$ cat config.mk
export PLATFORM = sky130hd
export DESIGN_NAME = adcc_top
export DESIGN_NICKNAME = d
export VERILOG_FILES = /design/src/design/adcc_top.v
export VERILOG_INCLUDE_DIRS = /design/src /design/src/design
export SDC_FILE = /design/constraint.sdc
export NUM_CORES = 1
export LEC_CHECK = 0
export BUFFER_PORTS_ARGS = -buffer_cell sky130_fd_sc_hd__buf_2
export CELL_PAD_IN_SITES_DETAIL_PLACEMENT = 1
export CELL_PAD_IN_SITES_GLOBAL_PLACEMENT = 2
export CORE_AREA = 5 5 210 110
export DETAILED_ROUTE_END_ITERATION = 6
export DIE_AREA = 0 0 215 115
export GPL_ROUTABILITY_DRIVEN = 0
export GPL_TIMING_DRIVEN = 1
export PLACE_DENSITY = 0.91
export RECOVER_POWER = 100
export SYNTH_ARGS = -nofsm -noshare
export SYNTH_HDL_FRONTEND = slang
export SYNTH_SLANG_ARGS = --single-unit
$ cat constraint.sdc
create_clock -name clk -period 4.05 [get_ports clk]
set_input_delay 0.405 -clock clk [delete_from_list [all_inputs] [get_ports clk]]
set_output_delay 0.405 -clock clk [all_outputs]
set_load 0.02 [all_outputs]
$ cat src/design/adcc_defs.vh
// Register offsets, field positions, reset values and timing for adcc
`ifndef ADCC_DEFS_VH
`define ADCC_DEFS_VH
// Byte offsets on the AXI4-Lite bus
`define ADCC_OFS_MODE0   6'h00
`define ADCC_OFS_MODE1   6'h04
`define ADCC_OFS_MODE2   6'h08
`define ADCC_OFS_UPPER   6'h0c
`define ADCC_OFS_LOWER   6'h10
`define ADCC_OFS_CHSEL   6'h14
`define ADCC_OFS_RESULT  6'h18
`define ADCC_OFS_IFLAG   6'h1c
`define ADCC_OFS_IMASK   6'h20
`define ADCC_OFS_PRIOHI  6'h24
`define ADCC_OFS_PRIOLO  6'h28
`define ADCC_OFS_PMC     6'h2c
`define ADCC_OFS_PDIR    6'h30
`define ADCC_OFS_STATUS  6'h34
// Field positions
`define ADCC_M0_CTRL     7
`define ADCC_M0_CHMODE   6
`define ADCC_M0_CMPEN    0
`define ADCC_M1_ONESHOT  5
`define ADCC_M2_NEGREF   5
`define ADCC_M2_RCK      3
`define ADCC_M2_RES      0
`define ADCC_CH_ISS      7
// Reset values
`define ADCC_RST_UPPER   8'hff
`define ADCC_RST_LOWER   8'h00
`define ADCC_RST_MASK    8'hff
`define ADCC_RST_PRIO    8'hff
`define ADCC_RST_PORT    8'hff
// Timing: sample cycles per conversion, stabilisation wait in conv clocks
`define ADCC_CONV_TICKS  6'd22
`define ADCC_STAB_TICKS  6'd4
`endif

$ cat src/design/adcc_top.v
// A/D converter control registers, clock divider and conversion sequencer
//
// Local design decisions: the register offsets and register access over AXI4-Lite.
`include "adcc_defs.vh"

module adcc_top
(
  input  wire        clk,
  input  wire        srst,
  input  wire [5:0]  s_axi_awaddr,
  input  wire        s_axi_awvalid,
  output reg         s_axi_awready,
  input  wire [31:0] s_axi_wdata,
  input  wire [3:0]  s_axi_wstrb,
  input  wire        s_axi_wvalid,
  output reg         s_axi_wready,
  output reg  [1:0]  s_axi_bresp,
  output reg         s_axi_bvalid,
  input  wire        s_axi_bready,
  input  wire [5:0]  s_axi_araddr,
  input  wire        s_axi_arvalid,
  output reg         s_axi_arready,
  output reg  [31:0] s_axi_rdata,
  output reg  [1:0]  s_axi_rresp,
  output reg         s_axi_rvalid,
  input  wire        s_axi_rready,
  input  wire        hw_trigger,
  input  wire [9:0]  sample_data,
  output reg         sample_strobe,
  output reg  [4:0]  analog_channel,
  output reg         sel_temp_sensor,
  output reg         sel_internal_ref,
  output reg         sel_amplifier,
  output reg  [1:0]  pos_ref_src,
  output reg         neg_ref_ext,
  output reg         comparator_run,
  output reg         pin0_analog,
  output reg         pin0_out_buf_on,
  output reg         conversion_end_irq,
  output reg  [1:0]  conv_end_prio
);

  // Control registers
  reg [7:0]  mode0_reg;
  reg [7:0]  mode1_reg;
  reg [7:0]  mode2_reg;
  reg [7:0]  upper_reg;
  reg [7:0]  lower_reg;
  reg [7:0]  chsel_reg;
  reg [15:0] result_reg;
  reg        flag_reg;
  reg [7:0]  mask_reg;
  reg [7:0]  priohi_reg;
  reg [7:0]  priolo_reg;
  reg [3:0]  pmc_reg;
  reg [3:0]  pdir_reg;
  reg        bad_ref_reg;

  // Hardware trigger pin synchroniser
  reg        trig_s1_reg;
  reg        trig_s2_reg;
  reg        trig_s3_reg;

  // Sequencer
  localparam ST_IDLE = 2'd0;
  localparam ST_STAB = 2'd1;
  localparam ST_CONV = 2'd2;
  reg [1:0]  state_reg;
  reg [5:0]  tick_cnt_reg;
  reg [5:0]  div_cnt_reg;
  reg        div_tick_reg;
  reg        done_reg;
  reg        armed_reg;

  // AXI write holding
  reg        aw_held_reg;
  reg        w_held_reg;
  reg [5:0]  awaddr_reg;
  reg [31:0] wdata_reg;
  reg [3:0]  wstrb_reg;

  wire       ctrl_on    = mode0_reg[`ADCC_M0_CTRL];
  wire [1:0] trig_mode  = mode1_reg[7:6];
  wire       hw_mode    = trig_mode[1];
  wire       hw_wait    = (trig_mode == 2'b11);
  wire       one_shot   = mode1_reg[`ADCC_M1_ONESHOT];
  wire [2:0] clk_sel    = mode0_reg[5:3];
  wire       eight_bit  = mode2_reg[`ADCC_M2_RES];
  wire       trig_edge  = trig_s2_reg & ~trig_s3_reg;
  wire       do_write   = aw_held_reg & w_held_reg & ~s_axi_bvalid;
  wire       wr_sel_b0  = do_write & wstrb_reg[0];

  // Conversion clock divisor; prohibited codes fall back to the slowest
  reg [5:0]  div_limit;
  always @*
  begin
    case (clk_sel)
      3'b000:  div_limit = 6'd63;
      3'b001:  div_limit = 6'd31;
      3'b010:  div_limit = 6'd15;
      3'b100:  div_limit = 6'd5;
      default: div_limit = 6'd63;
    endcase
  end

  // Result truncated in 8-bit mode; upper bits hold the value, left aligned
  wire [9:0] conv_val  = eight_bit ? {sample_data[9:2], 2'b00} : sample_data;
  wire [7:0] cmp_val   = sample_data[9:2];
  wire       in_range  = (lower_reg <= cmp_val) && (cmp_val <= upper_reg);
  wire       raise_req = mode2_reg[`ADCC_M2_RCK] ? ~in_range : in_range;

  // Trigger synchroniser: first stage read only by the second
  always @(posedge clk)
  begin
    if (srst)
    begin
      trig_s1_reg <= 1'b0;
      trig_s2_reg <= 1'b0;
      trig_s3_reg <= 1'b0;
    end
    else
    begin
      trig_s1_reg <= hw_trigger;
      trig_s2_reg <= trig_s1_reg;
      trig_s3_reg <= trig_s2_reg;
    end
  end

  // Divider makes the conversion clock enable; held while idle
  always @(posedge clk)
  begin
    if (srst || state_reg == ST_IDLE)
    begin
      div_cnt_reg  <= 6'd0;
      div_tick_reg <= 1'b0;
    end
    else if (div_cnt_reg >= div_limit)
    begin
      div_cnt_reg  <= 6'd0;
      div_tick_reg <= 1'b1;
    end
    else
    begin
      div_cnt_reg  <= div_cnt_reg + 6'd1;
      div_tick_reg <= 1'b0;
    end
  end

  // Sequencer: idle, stabilisation wait, conversion
  always @(posedge clk)
  begin
    if (srst)
    begin
      state_reg     <= ST_IDLE;
      tick_cnt_reg  <= 6'd0;
      done_reg      <= 1'b0;
      armed_reg     <= 1'b1;
      sample_strobe <= 1'b0;
    end
    else
    begin
      done_reg      <= 1'b0;
      sample_strobe <= 1'b0;
      if (!ctrl_on)
      begin
        state_reg <= ST_IDLE;
        armed_reg <= 1'b1;
      end
      else
      begin
        case (state_reg)
          ST_IDLE:
          begin
            // Software mode starts at once; hardware modes await the edge
            if (!hw_mode && armed_reg)
            begin
              state_reg    <= ST_CONV;
              tick_cnt_reg <= 6'd0;
              armed_reg    <= 1'b0;
            end
            else if (hw_mode && trig_edge)
            begin
              state_reg    <= hw_wait ? ST_STAB : ST_CONV;
              tick_cnt_reg <= 6'd0;
            end
          end
          ST_STAB:
          begin
            if (div_tick_reg)
            begin
              if (tick_cnt_reg == `ADCC_STAB_TICKS - 6'd1)
              begin
                state_reg    <= ST_CONV;
                tick_cnt_reg <= 6'd0;
              end
              else
                tick_cnt_reg <= tick_cnt_reg + 6'd1;
            end
          end
          ST_CONV:
          begin
            if (div_tick_reg)
            begin
              if (tick_cnt_reg == `ADCC_CONV_TICKS - 6'd1)
              begin
                sample_strobe <= 1'b1;
                done_reg      <= 1'b1;
                tick_cnt_reg  <= 6'd0;
                // Sequential software mode loops on the same channel
                if (!one_shot && !hw_mode)
                  state_reg <= ST_CONV;
                else
                  state_reg <= ST_IDLE;
              end
              else
                tick_cnt_reg <= tick_cnt_reg + 6'd1;
            end
          end
          default: state_reg <= ST_IDLE;
        endcase
      end
    end
  end

  // AXI4-Lite write: address and data accepted in either order
  always @(posedge clk)
  begin
    if (srst)
    begin
      aw_held_reg   <= 1'b0;
      w_held_reg    <= 1'b0;
      awaddr_reg    <= 6'h00;
      wdata_reg     <= 32'h0000_0000;
      wstrb_reg     <= 4'h0;
      s_axi_awready <= 1'b1;
      s_axi_wready  <= 1'b1;
      s_axi_bvalid  <= 1'b0;
      s_axi_bresp   <= 2'b00;
    end
    else
    begin
      if (s_axi_awvalid && s_axi_awready)
      begin
        aw_held_reg   <= 1'b1;
        awaddr_reg    <= s_axi_awaddr;
        s_axi_awready <= 1'b0;
      end
      if (s_axi_wvalid && s_axi_wready)
      begin
        w_held_reg   <= 1'b1;
        wdata_reg    <= s_axi_wdata;
        wstrb_reg    <= s_axi_wstrb;
        s_axi_wready <= 1'b0;
      end
      if (do_write)
      begin
        s_axi_bvalid <= 1'b1;
        // Addresses above STATUS and the read-only RESULT answer SLVERR
        s_axi_bresp  <= (awaddr_reg > `ADCC_OFS_STATUS ||
                         awaddr_reg == `ADCC_OFS_RESULT) ? 2'b10 : 2'b00;
        aw_held_reg  <= 1'b0;
        w_held_reg   <= 1'b0;
      end
      if (s_axi_bvalid && s_axi_bready)
      begin
        s_axi_bvalid  <= 1'b0;
        s_axi_awready <= 1'b1;
        s_axi_wready  <= 1'b1;
      end
    end
  end

  // Register file; only byte lane 0 carries data
  always @(posedge clk)
  begin
    if (srst)
    begin
      mode0_reg   <= 8'h00;
      mode1_reg   <= 8'h00;
      mode2_reg   <= 8'h00;
      upper_reg   <= `ADCC_RST_UPPER;
      lower_reg   <= `ADCC_RST_LOWER;
      chsel_reg   <= 8'h00;
      mask_reg    <= `ADCC_RST_MASK;
      priohi_reg  <= `ADCC_RST_PRIO;
      priolo_reg  <= `ADCC_RST_PRIO;
      pmc_reg     <= 4'hf;
      pdir_reg    <= 4'hf;
      flag_reg    <= 1'b0;
      result_reg  <= 16'h0000;
      bad_ref_reg <= 1'b0;
    end
    else
    begin
      if (wr_sel_b0)
      begin
        case (awaddr_reg)
          `ADCC_OFS_MODE0:  mode0_reg  <= wdata_reg[7:0];
          `ADCC_OFS_MODE1:  mode1_reg  <= wdata_reg[7:0] & 8'he3;
          `ADCC_OFS_MODE2:
          begin
            mode2_reg <= wdata_reg[7:0] & 8'he9;
            // Record a reference change made without passing through 00
            if (mode2_reg[7:6] != 2'b00 &&
                wdata_reg[7:6] != 2'b00 &&
                wdata_reg[7:6] != mode2_reg[7:6])
              bad_ref_reg <= 1'b1;
          end
          `ADCC_OFS_UPPER:  upper_reg  <= wdata_reg[7:0];
          `ADCC_OFS_LOWER:  lower_reg  <= wdata_reg[7:0];
          `ADCC_OFS_CHSEL:  chsel_reg  <= wdata_reg[7:0] & 8'h9f;
          `ADCC_OFS_IMASK:  mask_reg   <= wdata_reg[7:0];
          `ADCC_OFS_PRIOHI: priohi_reg <= wdata_reg[7:0];
          `ADCC_OFS_PRIOLO: priolo_reg <= wdata_reg[7:0];
          `ADCC_OFS_PMC:    pmc_reg    <= wdata_reg[3:0];
          `ADCC_OFS_PDIR:   pdir_reg   <= wdata_reg[3:0];
          `ADCC_OFS_STATUS: bad_ref_reg <= bad_ref_reg & ~wdata_reg[0];
          default: ;
        endcase
      end
      // Conversion end: store result, set flag if the window compare asks; set beats a clear
      if (done_reg)
        result_reg <= {conv_val, 6'b00_0000};
      if (done_reg && raise_req)
        flag_reg <= 1'b1;
      else if (wr_sel_b0 && awaddr_reg == `ADCC_OFS_IFLAG)
        flag_reg <= wdata_reg[0];
    end
  end

  // AXI4-Lite read, one cycle after the address is taken
  reg [31:0] rd_mux;
  always @*
  begin
    case (s_axi_araddr)
      `ADCC_OFS_MODE0:  rd_mux = {24'h0, mode0_reg[7] | (state_reg != ST_IDLE),
                                  mode0_reg[6:0]};
      `ADCC_OFS_MODE1:  rd_mux = {24'h0, mode1_reg};
      `ADCC_OFS_MODE2:  rd_mux = {24'h0, mode2_reg};
      `ADCC_OFS_UPPER:  rd_mux = {24'h0, upper_reg};
      `ADCC_OFS_LOWER:  rd_mux = {24'h0, lower_reg};
      `ADCC_OFS_CHSEL:  rd_mux = {24'h0, chsel_reg};
      `ADCC_OFS_RESULT: rd_mux = {16'h0, result_reg};
      `ADCC_OFS_IFLAG:  rd_mux = {31'h0, flag_reg};
      `ADCC_OFS_IMASK:  rd_mux = {24'h0, mask_reg};
      `ADCC_OFS_PRIOHI: rd_mux = {24'h0, priohi_reg};
      `ADCC_OFS_PRIOLO: rd_mux = {24'h0, priolo_reg};
      `ADCC_OFS_PMC:    rd_mux = {24'h0, 4'hf, pmc_reg};
      `ADCC_OFS_PDIR:   rd_mux = {24'h0, 4'hf, pdir_reg};
      `ADCC_OFS_STATUS: rd_mux = {28'h0, state_reg, 1'b0, bad_ref_reg};
      default:          rd_mux = 32'h0000_0000;
    endcase
  end

  always @(posedge clk)
  begin
    if (srst)
    begin
      s_axi_arready <= 1'b1;
      s_axi_rvalid  <= 1'b0;
      s_axi_rdata   <= 32'h0000_0000;
      s_axi_rresp   <= 2'b00;
    end
    else if (s_axi_arvalid && s_axi_arready)
    begin
      s_axi_arready <= 1'b0;
      s_axi_rvalid  <= 1'b1;
      s_axi_rdata   <= rd_mux;
      s_axi_rresp   <= (s_axi_araddr > `ADCC_OFS_STATUS) ? 2'b10 : 2'b00;
    end
    else if (s_axi_rvalid && s_axi_rready)
    begin
      s_axi_rvalid  <= 1'b0;
      s_axi_arready <= 1'b1;
    end
  end

  // Analog front-end controls, all registered
  always @(posedge clk)
  begin
    if (srst)
    begin
      analog_channel     <= 5'd0;
      sel_temp_sensor    <= 1'b0;
      sel_internal_ref   <= 1'b0;
      sel_amplifier      <= 1'b0;
      pos_ref_src        <= 2'b00;
      neg_ref_ext        <= 1'b0;
      comparator_run     <= 1'b0;
      pin0_analog        <= 1'b1;
      pin0_out_buf_on    <= 1'b0;
      conversion_end_irq <= 1'b0;
      conv_end_prio      <= 2'b11;
    end
    else
    begin
      // Scan mode is not sequenced here; channel code passes unchanged
      analog_channel   <= chsel_reg[4:0];
      sel_temp_sensor  <= chsel_reg[`ADCC_CH_ISS] &&
                          chsel_reg[4:0] == 5'd0;
      sel_internal_ref <= chsel_reg[`ADCC_CH_ISS] &&
                          chsel_reg[4:0] == 5'd1;
      sel_amplifier    <= ~chsel_reg[`ADCC_CH_ISS] &&
                          chsel_reg[4:0] == 5'b10111;
      // Prohibited code 11 is passed as supply rail for safety
      pos_ref_src      <= (mode2_reg[7:6] == 2'b11) ? 2'b00
                          : mode2_reg[7:6];
      neg_ref_ext      <= mode2_reg[`ADCC_M2_NEGREF];
      comparator_run   <= mode0_reg[`ADCC_M0_CMPEN];
      pin0_analog      <= pmc_reg[0];
      pin0_out_buf_on  <= ~pdir_reg[0];
      conversion_end_irq <= flag_reg & ~mask_reg[0];
      conv_end_prio    <= {priohi_reg[0], priolo_reg[0]};
    end
  end

endmodule // adcc_top

==> impl_metrics.tcl, run 1 <==
set metrics [dict create \
    die_h_um 115 \
    antenna_cells 0 \
    finalCritPeriodShare 0.753 \
    synth_cell_types 64 \
    cp-start-kind "register" \
    critical_path_peak_fanout 21 \
    overflow 0 \
    htreeDepth 4 \
    yosysTopAreaCellShare 0.434 \
    grt_max_degree 75 \
    largest_reg_flops 16 \
    end_kind "register" \
    syn_area_per_cell_um2 8.47 \
    dieArea_um2 24700 \
    drc 0 \
    cts_resized 0 \
    max-slew-margin-rel -0.236 \
    synthArstFlopShare 0 \
    synth_flop_cell "dfxtp_1" \
    dpl_cell_area_um2 7940 \
    cp_num_buf_inv 0 \
    tightestPinTransition_ns 1.85 \
    antenna_found_initial 0 \
    powerDensity_nw_per_um2 409 \
    ant_nets 0 \
    core.rowCount 38 \
    timing.hold.ws_ns 0.170 \
    clockRootBuffer "clkbuf_16" \
    syn-cell-area_um2 7420 \
    yosysSeqAreaShare 0.434 \
    period_minus_slack_ns 3.05 \
    routed_wl_um 24600 \
    clk_pin_slew_ns 0.07 \
    cts_tree "built" \
    rsz0062_at_grt "false" \
    hp-class "in -> reg" \
    synth.area.top_cells "dfxtp_1, nand2_1, a21oi_1" \
    io_pins 125 \
    post_cts_buffers 0 \
    syn2layout_area_growth_pct 13.4 \
    numCtsBuffers 17 \
    holdBufCountCts 0 \
    crit_path_cell_trace "nor2_1 -> nand2_1 -> nand2_1 -> a21oi_1" \
    drtIter0Drc 511 \
    hpwlAfterDp_um 17800 \
    mostFrequentLayoutCell "dfxtp_1" \
    wl_per_cell_um 20.3 \
    drive_gt1_frac 0.0897 \
    clk_latency_ns 0.44 \
    grt_pass1_wl_um 38000 \
    clock_path_buffers 2 \
    core_area_um2 21200 \
    leakage_nw 3.31 \
    path_class "reg -> reg" \
    via_per_inst 5.45 \
    nFillCells 2547 \
    grt_pass1_vias 6407 \
    synth_edf_count 0 \
    critical-path-top-delay-family "simple AND/OR/NAND/NOR gates" \
    drv_cap 3 \
    dr.pass1.iters 5 \
    ys_ff_latch 161 \
    setup_tns_ns 0 \
    finalHoldViolations 0 \
    worstPathRequired_ns 4.29 \
    drv_slew 61 \
    syn_inst 876 \
    setup-violations-final 0 \
    grt_usage 0.198 \
    fin_area_um2 8420 \
    nets 1017 \
    peakVddDrop_v 0.000224 \
    clock-sinks 161 \
    synth_top_area_cell "dfxtp_1" \
    finish.utilization 0.398 \
    vias 6628 \
    yosysWarnings 0 \
    finClkSkew_ns 0.0107 \
    cpMostUsedCell "nand2_1" \
    start_util 0.351 \
    layout_common_cells "dfxtp_1, nand2_1, a21oi_1, nor2_1, nand3_1" \
    dieWidth_um 215 \
    max_freq_mhz 328 \
    status "finished with violations" \
    cp_slowest_cell "nor2_1" \
    violations "capacitance limit, slew limit" \
    cp_data_arrival_time_ns 3.29 \
    numPortBuffers 79 \
    slowest_delay_ns 1.43 \
]
metal layers:
| metal | GRT usage | wire length, µm |
|---|---|---|
| met5 | 0 | 0 |
| met4 | 0.0469 | 214 |
| met3 | 0.0560 | 2190 |
| met2 | 0.262 | 9180 |
| met1 | 0.312 | 13000 |
per-stage QoR:
stage                     cells  power (mW)  setup slack, ns
after floorplan             893        1.80             2.19
after global placement     1185        1.87             1.63
after detailed placement   1185        1.87             1.55
after CTS                  1216        3.47             1.81
after global routing       1216        3.55            0.857
final                      1216        3.44             1.00
power breakdown:
part           internal [mW]  switching (mW)  leakage, nW  total, mW
Combinational         0.0588           0.147         1.73      0.206
Clock                  0.872           0.728        0.275       1.60
Sequential              1.60          0.0370         1.30       1.64
logic make-up after synthesis:
logic type,count (synthesis),share of synthesized area
AO/OA/AOI/OAI,170,0.149
XOR/XNOR,11,0.0130
adder cells (fa/ha/maj),27,0.0455
buffers and inverters,101,0.0617
flip-flops,161,0.434
multiplexers,24,0.0326
other,1,0.000506
AND/OR/NAND/NOR,381,0.263
final timing paths:
kind | startpoint | end | slack [ns] | cells past startpoint
max | awaddr_reg[4]$_SDFFE_PP0P_ | mode0_reg[2]$_SDFFE_PP0P_ | 1.00 | 4
min | s_axi_wvalid | s_axi_wready$_SDFFE_PP1P_ | 0.17 | 2
min reg2reg | trig_s1_reg$_SDFF_PP0_ | trig_s2_reg$_SDFF_PP0_ | 0.45 | 1
max reg2reg | awaddr_reg[4]$_SDFFE_PP0P_ | mode0_reg[2]$_SDFFE_PP0P_ | 1.00 | 4
final cells by class:
cell class,count,area [µm²],share of cell area
multi-input cells,631,3780,0.449
flip-flops and latches,161,3220,0.383
clock buffers,18,439,0.0522
repair buffers,87,394,0.0468
well taps,280,350,0.0416
clock inverters,13,131,0.0156
inverters,26,97.6,0.0116
Yosys cell counts, types with 11 or more instances:
cell type  number
inv_1          26
nor2_1         68
nor2b_1        28
mux2i_1        23
clkbuf_1       45
nand3b_1       20
nor3_1         11
ha_1           27
a211o_1        17
dfxtp_1       161
a22oi_1        15
nand2b_1       13
buf_4          19
o21ai_0        14
a21oi_1        74
nand2_1       119
nand4_1        14
nand3_1        60
Power figures use the tool's default switching activity.
==> run 2: changes to the inputs <==
- ABC_AREA: unset -> 1
- CORE_AREA: 5 5 210 110 -> 5 5 219 115
- DIE_AREA: 0 0 215 115 -> 0 0 224 120
- PLACE_DENSITY: 0.91 -> 0.86
- clock period: 4.05 -> 3 ns (I/O delays scaled with it)
==> run 2 against run 1 <==
  * The run still ends with capacitance limit, slew limit left
  * Largest cell class unchanged
  * Setup slack lost 0.38 ns
  * Power is 39% higher
  * Non-clock buffer count decreased by 4
  * Highest routed layer unchanged
  * Clock power grew 43%
  * Critical path type unchanged
  * Design area fell by 0.68%
  * Global-route usage shrank 2.5 points
==> impl_metrics.tcl, run 2 <==
set metrics [dict create \
    synthMuxAreaShare 0 \
    htreeDepth 4 \
    yosysWarnings 0 \
    syn2layout_area_growth_pct 15.3 \
    drive_gt1_frac 0.0982 \
    numPortBuffers 79 \
    critical_path_peak_fanout 7 \
    synth.area.top_cells "dfxtp_1, nand2_1, a21oi_1" \
    syn-cell-area_um2 7250 \
    peakVddDrop_v 0.000305 \
    worstPathRequired_ns 3.38 \
    tightestPinTransition_ns 1.70 \
    synth-simple-area-share 0.240 \
    clock-sinks 161 \
    timing.hold.ws_ns 0.0623 \
    min_from "hw_trigger" \
    cpMostUsedCell "inv_1" \
    rsz0062_at_grt "false" \
    dieWidth_um 224 \
    vias 6488 \
    cts_tree "built" \
    finish.utilization 0.359 \
    clock_path_buffers 2 \
    antenna_cells 0 \
    hpwlAfterDp_um 17200 \
    nets 1109 \
    layout_common_cells "nand2_1, dfxtp_1, a21oi_1, nor2_1, inv_1" \
    cp_data_arrival_time_ns 2.76 \
    cp_slowest_cell "nor3_1" \
    cts_resized 0 \
    whs_path_depth 3 \
    synth_cell_types 43 \
    finalCritPeriodShare 0.793 \
    synthXorXnorAreaFrac 0.00604 \
    grt_usage 0.174 \
    dieArea_um2 26900 \
    setup-violations-final 0 \
    post_cts_buffers 0 \
    violations "capacitance limit, slew limit" \
    max-slew-margin-rel -0.132 \
    dr.pass1.iters 5 \
    start_util 0.311 \
    finalHoldViolations 0 \
    syn_inst 950 \
    die_h_um 120 \
    clockRootBuffer "clkbuf_16" \
    drc 0 \
    r2r-start "state_reg[1]$_SDFFE_PP0P_" \
    path_class "reg -> reg" \
    synthTopCellsByCount "nand2_1, dfxtp_1, a21oi_1" \
    yosysSeqAreaShare 0.445 \
    numCtsBuffers 17 \
    drtIter0Drc 445 \
    cp-start-kind "register" \
    io_pins 125 \
    finClkSkew_ns 0.00821 \
    via_per_inst 4.83 \
    period_minus_slack_ns 2.38 \
    grt_pass1_vias 6583 \
    min_to "trig_s1_reg$_SDFF_PP0_" \
    powerDensity_nw_per_um2 574 \
    rr_worst_depth 9 \
    critical-path-top-delay-family "simple AND/OR/NAND/NOR gates" \
    dp_cells 1312 \
    hp-class "in -> reg" \
    reg2reg_to "tick_cnt_reg[3]$_SDFFE_PP0P_" \
    wl_per_cell_um 17.1 \
    status "finished with violations" \
    synth-adder-area-share 0.0466 \
    synth_flop_cell "dfxtp_1" \
    synth_top_area_cell "dfxtp_1" \
    drv_slew 33 \
    yosysTopAreaCellShare 0.445 \
    synth_edf_count 0 \
    drv_cap 1 \
    yosysMostFrequentCell "nand2_1" \
    ys_ff_latch 161 \
    clk_pin_slew_ns 0.06 \
    mostFrequentLayoutCell "nand2_1" \
    setup_tns_ns 0 \
    syn_area_per_cell_um2 7.63 \
    antenna_found_initial 0 \
    routed_wl_um 23000 \
    largest_reg_flops 16 \
    synth_compound_area_frac 0.173 \
    clk_latency_ns 0.44 \
    holdBufCountCts 0 \
    grt_max_degree 85 \
    core.rowCount 40 \
    end_kind "register" \
    cp_num_buf_inv 2 \
    max_freq_mhz 420 \
    leakage_nw 3.70 \
    r2r_setup_slack_ns 0.62 \
    grt_pass1_wl_um 36500 \
    core_area_um2 23300 \
    finalNonFillerCells 1344 \
    overflow 0 \
    slowest_delay_ns 0.68 \
    synthArstFlopShare 0 \
    crit_path_cell_trace "inv_1 -> ha_1 -> o21bai_1 -> nand2_1 -> nor3_1 -> inv_1 -> o21ai_0 -> nand3_1 -> nor2_1" \
    synth_top_family_by_area "simple AND/OR/NAND/NOR gates" \
    ant_nets 0 \
]
run 2: stage by stage:
| step | worst slack, ns | area [µm²] | power [mW] |
|---|---|---|---|
| floorplan | 1.23 | 7310 | 2.46 |
| global placement | 0.967 | 7860 | 2.56 |
| detailed placement | 0.871 | 7860 | 2.57 |
| CTS | 0.854 | 8470 | 4.88 |
| global route | 0.369 | 8360 | 4.99 |
| finish | 0.620 | 8360 | 4.80 |
run 2: worst max-delay path by stage:
stage / start / to / slack, ns / cells after the start
after floorplan: mode0_reg[4]$_SDFFE_PP0P_ / div_cnt_reg[3]$_SDFF_PP0_ / 1.23 / 12
after global placement: mode0_reg[4]$_SDFFE_PP0P_ / div_cnt_reg[3]$_SDFF_PP0_ / 0.97 / 12
after detailed placement: mode0_reg[5]$_SDFFE_PP0P_ / div_cnt_reg[3]$_SDFF_PP0_ / 0.87 / 12
after CTS: mode0_reg[5]$_SDFFE_PP0P_ / div_cnt_reg[3]$_SDFF_PP0_ / 0.85 / 12
after global routing: state_reg[1]$_SDFFE_PP0P_ / tick_cnt_reg[3]$_SDFFE_PP0P_ / 0.37 / 9
final: state_reg[1]$_SDFFE_PP0P_ / tick_cnt_reg[3]$_SDFFE_PP0P_ / 0.62 / 9
run 2: area by class of cell:
cell class / count / area [µm²]
clock buffer: 23 / 488
clock inverter: 9 / 129
fill: 2920 / 14900
inverter: 96 / 360
multi-input combinational: 657 / 3390
sequential: 161 / 3220
tap: 315 / 394
timing repair buffer: 83 / 374
run 2: power breakdown:
group,switching (mW),internal (mW),total (mW)
Clock,0.894,1.39,2.29
Sequential,0.0259,2.17,2.20
Combinational,0.241,0.0749,0.316
run 2: cells by family after synthesis:
| family | after synthesis |
|---|---|
| AO/OA/AOI/OAI | 223 |
| adder cells (fa/ha/maj) | 27 |
| XOR/XNOR | 5 |
| other | 1 |
| flip-flops | 161 |
| AND/OR/NAND/NOR | 384 |
| buffers and inverters | 149 |
run 2: worst reg2reg max path: stages (launching register included):
cell	delay, ns
dfxtp_1	0.40
inv_1	0.13
ha_1	0.25
o21bai_1	0.14
nand2_1	0.08
nor3_1	0.68
inv_1	0.23
o21ai_0	0.22
nand3_1	0.09
nor2_1	0.10
run 2: layer usage:
layer,vias up,part of all wire,track usage
met2,108,0.41,0.249
met1,3110,0.54,0.262
met5,-,0,0
li1,3250,-,-
met4,0,0.010,0.0405
met3,20,0.043,0.0391
==> run 3: changes to the inputs <==
- CORE_AREA: 5 5 219 115 -> 5 5 230 120
- DIE_AREA: 0 0 224 120 -> 0 0 235 125
- PLACE_DENSITY: 0.86 -> 0.82
- clock period: 3 -> 2.1 ns (I/O delays scaled with it)
==> run 3 against run 2 <==
  * The run now ends clean
  * Final cell count rose by 3.8%
  * Design area grew 2.6%
  * Via count increased by 0.23%
  * First-iteration DRC count fell by 23%
  * Utilization shrank 2.5 points
  * Hold slack got worse by 0.036 ns
  * Wire length increased by 0.84%
  * Non-clock buffer count increased by 14
  * Critical path depth up 1
  * Critical endpoint is now tick_cnt_reg[4]$_SDFFE_PP0P_
==> impl_metrics.tcl, run 3 (synthesis gave the netlist of run 2 again) <==
set metrics [dict create \
    critical_path_peak_fanout 7 \
    nets 1123 \
    finish.utilization 0.334 \
    post_cts_buffers 0 \
    critical-path-top-delay-family "simple AND/OR/NAND/NOR gates" \
    antenna_cells 0 \
    setup_tns_ns 0 \
    slowest_delay_ns 0.40 \
    path_depth 10 \
    dpl_cell_area_um2 7970 \
    core_area_um2 25700 \
    crit_path_cell_trace "inv_1 -> ha_1 -> o21bai_1 -> nand2_1 -> nor3_4 -> nand3_1 -> nor2_1 -> nand2_1 -> nand2_1 -> nor2_1" \
    wl_per_cell_um 16.6 \
    whs_path_depth 3 \
    overflow 0 \
    fin_area_um2 8580 \
    hp-class "in -> reg" \
    r2r_setup_slack_ns 0.18 \
    clock-sinks 161 \
    htreeDepth 4 \
    met1_length_um 12600 \
    path_class "reg -> reg" \
    rsz0062_at_grt "false" \
    nFillCells 3160 \
    cp_data_arrival_time_ns 2.26 \
    grt_pass1_wl_um 36500 \
    finalHoldViolations 0 \
    reg2reg_to "tick_cnt_reg[4]$_SDFFE_PP0P_" \
    maxUsedRoutingLayer "met5" \
    via_per_inst 4.66 \
    routed_wl_um 23200 \
    drv_slew 0 \
    start_util 0.282 \
    setup-violations-final 0 \
    numCtsBuffers 17 \
    grt_usage 0.159 \
    route.met3.wl_um 1140 \
    cp_num_buf_inv 1 \
    dieWidth_um 235 \
    drv_cap 0 \
    clockRootBuffer "clkbuf_16" \
    die_h_um 125 \
    wl_met2_um 9290 \
    rr_worst_depth 10 \
    clk_pin_slew_ns 0.06 \
    tightestPinTransition_ns 0.824 \
    r2r-start "state_reg[0]$_SDFFE_PP0P_" \
    grt_pass1_vias 6411 \
    seq_area_um2 3220 \
    mostFrequentLayoutCell "nand2_1" \
    crit_start "state_reg[0]$_SDFFE_PP0P_" \
    place_ws_ns 0.0289 \
    clock_path_buffers 2 \
    dieArea_um2 29400 \
    core.rowCount 42 \
    multiInputGateArea_um2 3440 \
    cts_tree "built" \
    peakVddDrop_v 0.000474 \
    critPathCapture "tick_cnt_reg[4]$_SDFFE_PP0P_" \
    largest_reg_flops 16 \
    syn2layout_area_growth_pct 18.4 \
    status "finished, final reports clean" \
    worst_slack_ns 0.175 \
    hpwlAfterDp_um 17600 \
    finClkSkew_ns 0.00658 \
    worstPathRequired_ns 2.44 \
    leakage_nw 3.76 \
    io_pins 125 \
    dr.pass1.iters 5 \
    finalCritPeriodShare 0.917 \
    ant_nets 0 \
    numPortBuffers 79 \
    cp_slowest_cell "dfxtp_1" \
    cp-start-kind "register" \
    drive_gt1_frac 0.117 \
    grt_max_degree 40 \
    vias 6503 \
    max-slew-margin-rel 0.450 \
    drc 0 \
    end_kind "register" \
    drtIter0Drc 344 \
    clk_latency_ns 0.45 \
    max_freq_mhz 520 \
    layout_common_cells "nand2_1, dfxtp_1, a21oi_1, nor2_1, inv_1" \
    antenna_found_initial 2 \
    powerDensity_nw_per_um2 807 \
    cpMostUsedCell "nand2_1" \
    period_minus_slack_ns 1.92 \
]
run 3: worst min path at each step:
| stage | endpoint | from | slack, ns |
|---|---|---|---|
| floorplan | trig_s1_reg$_SDFF_PP0_ | hw_trigger | 0.32 |
| global placement | trig_s2_reg$_SDFF_PP0_ | trig_s1_reg$_SDFF_PP0_ | 0.39 |
| detailed placement | trig_s2_reg$_SDFF_PP0_ | trig_s1_reg$_SDFF_PP0_ | 0.40 |
| CTS | awaddr_reg[0]$_SDFFE_PP0P_ | s_axi_awaddr[0] | 0.002 |
| global route | awaddr_reg[0]$_SDFFE_PP0P_ | s_axi_awaddr[0] | 0.02 |
| finish | awaddr_reg[0]$_SDFFE_PP0P_ | s_axi_awaddr[0] | 0.03 |
run 3: report_power, final:
part	internal, mW	total [mW]	switching, mW
registers	3.10	3.14	0.0365
clock network	1.97	3.32	1.35
logic	0.120	0.470	0.350
total	5.19	6.93	1.74
run 3: repair_timing:
item | CTS | global route
hold buffers | 5 | 0
gates resized for setup | 0 | 6
endpoints found under the hold margin | 5 | 0
setup endpoints to repair | 0 | 6
run 3: layer usage:
| layer | global-route usage | vias to the layer above |
|---|---|---|
| met5 | 0 | - |
| met4 | 0.0422 | 2 |
| met3 | 0.0414 | 19 |
| met2 | 0.217 | 113 |
| met1 | 0.244 | 3099 |
| li1 | - | 3270 |
run 3: cell type report:
cell class,count,share of cell area
multi-input combinational,657,0.401
sequential,161,0.376
timing repair buffer,97,0.0569
clock buffer,21,0.0548
tap,352,0.0513
inverter,96,0.0420
clock inverter,11,0.0178
run 3: worst reg2reg max path: stages, from the launching register on:
cell	delay [ns]
dfxtp_1	0.40
inv_1	0.15
ha_1	0.25
o21bai_1	0.17
nand2_1	0.12
nor3_4	0.27
nand3_1	0.18
nor2_1	0.12
nand2_1	0.06
nand2_1	0.06
nor2_1	0.04
run 3: through the flow:
stage | total power, mW | instances | hold slack (ns)
floorplan | 3.51 | 967 | 0.317
global placement | 3.67 | 1358 | 0.390
detailed placement | 3.68 | 1358 | 0.402
CTS | 7.02 | 1395 | 0.00218
global route | 7.22 | 1395 | 0.0209
finish | 6.93 | 1395 | 0.0259
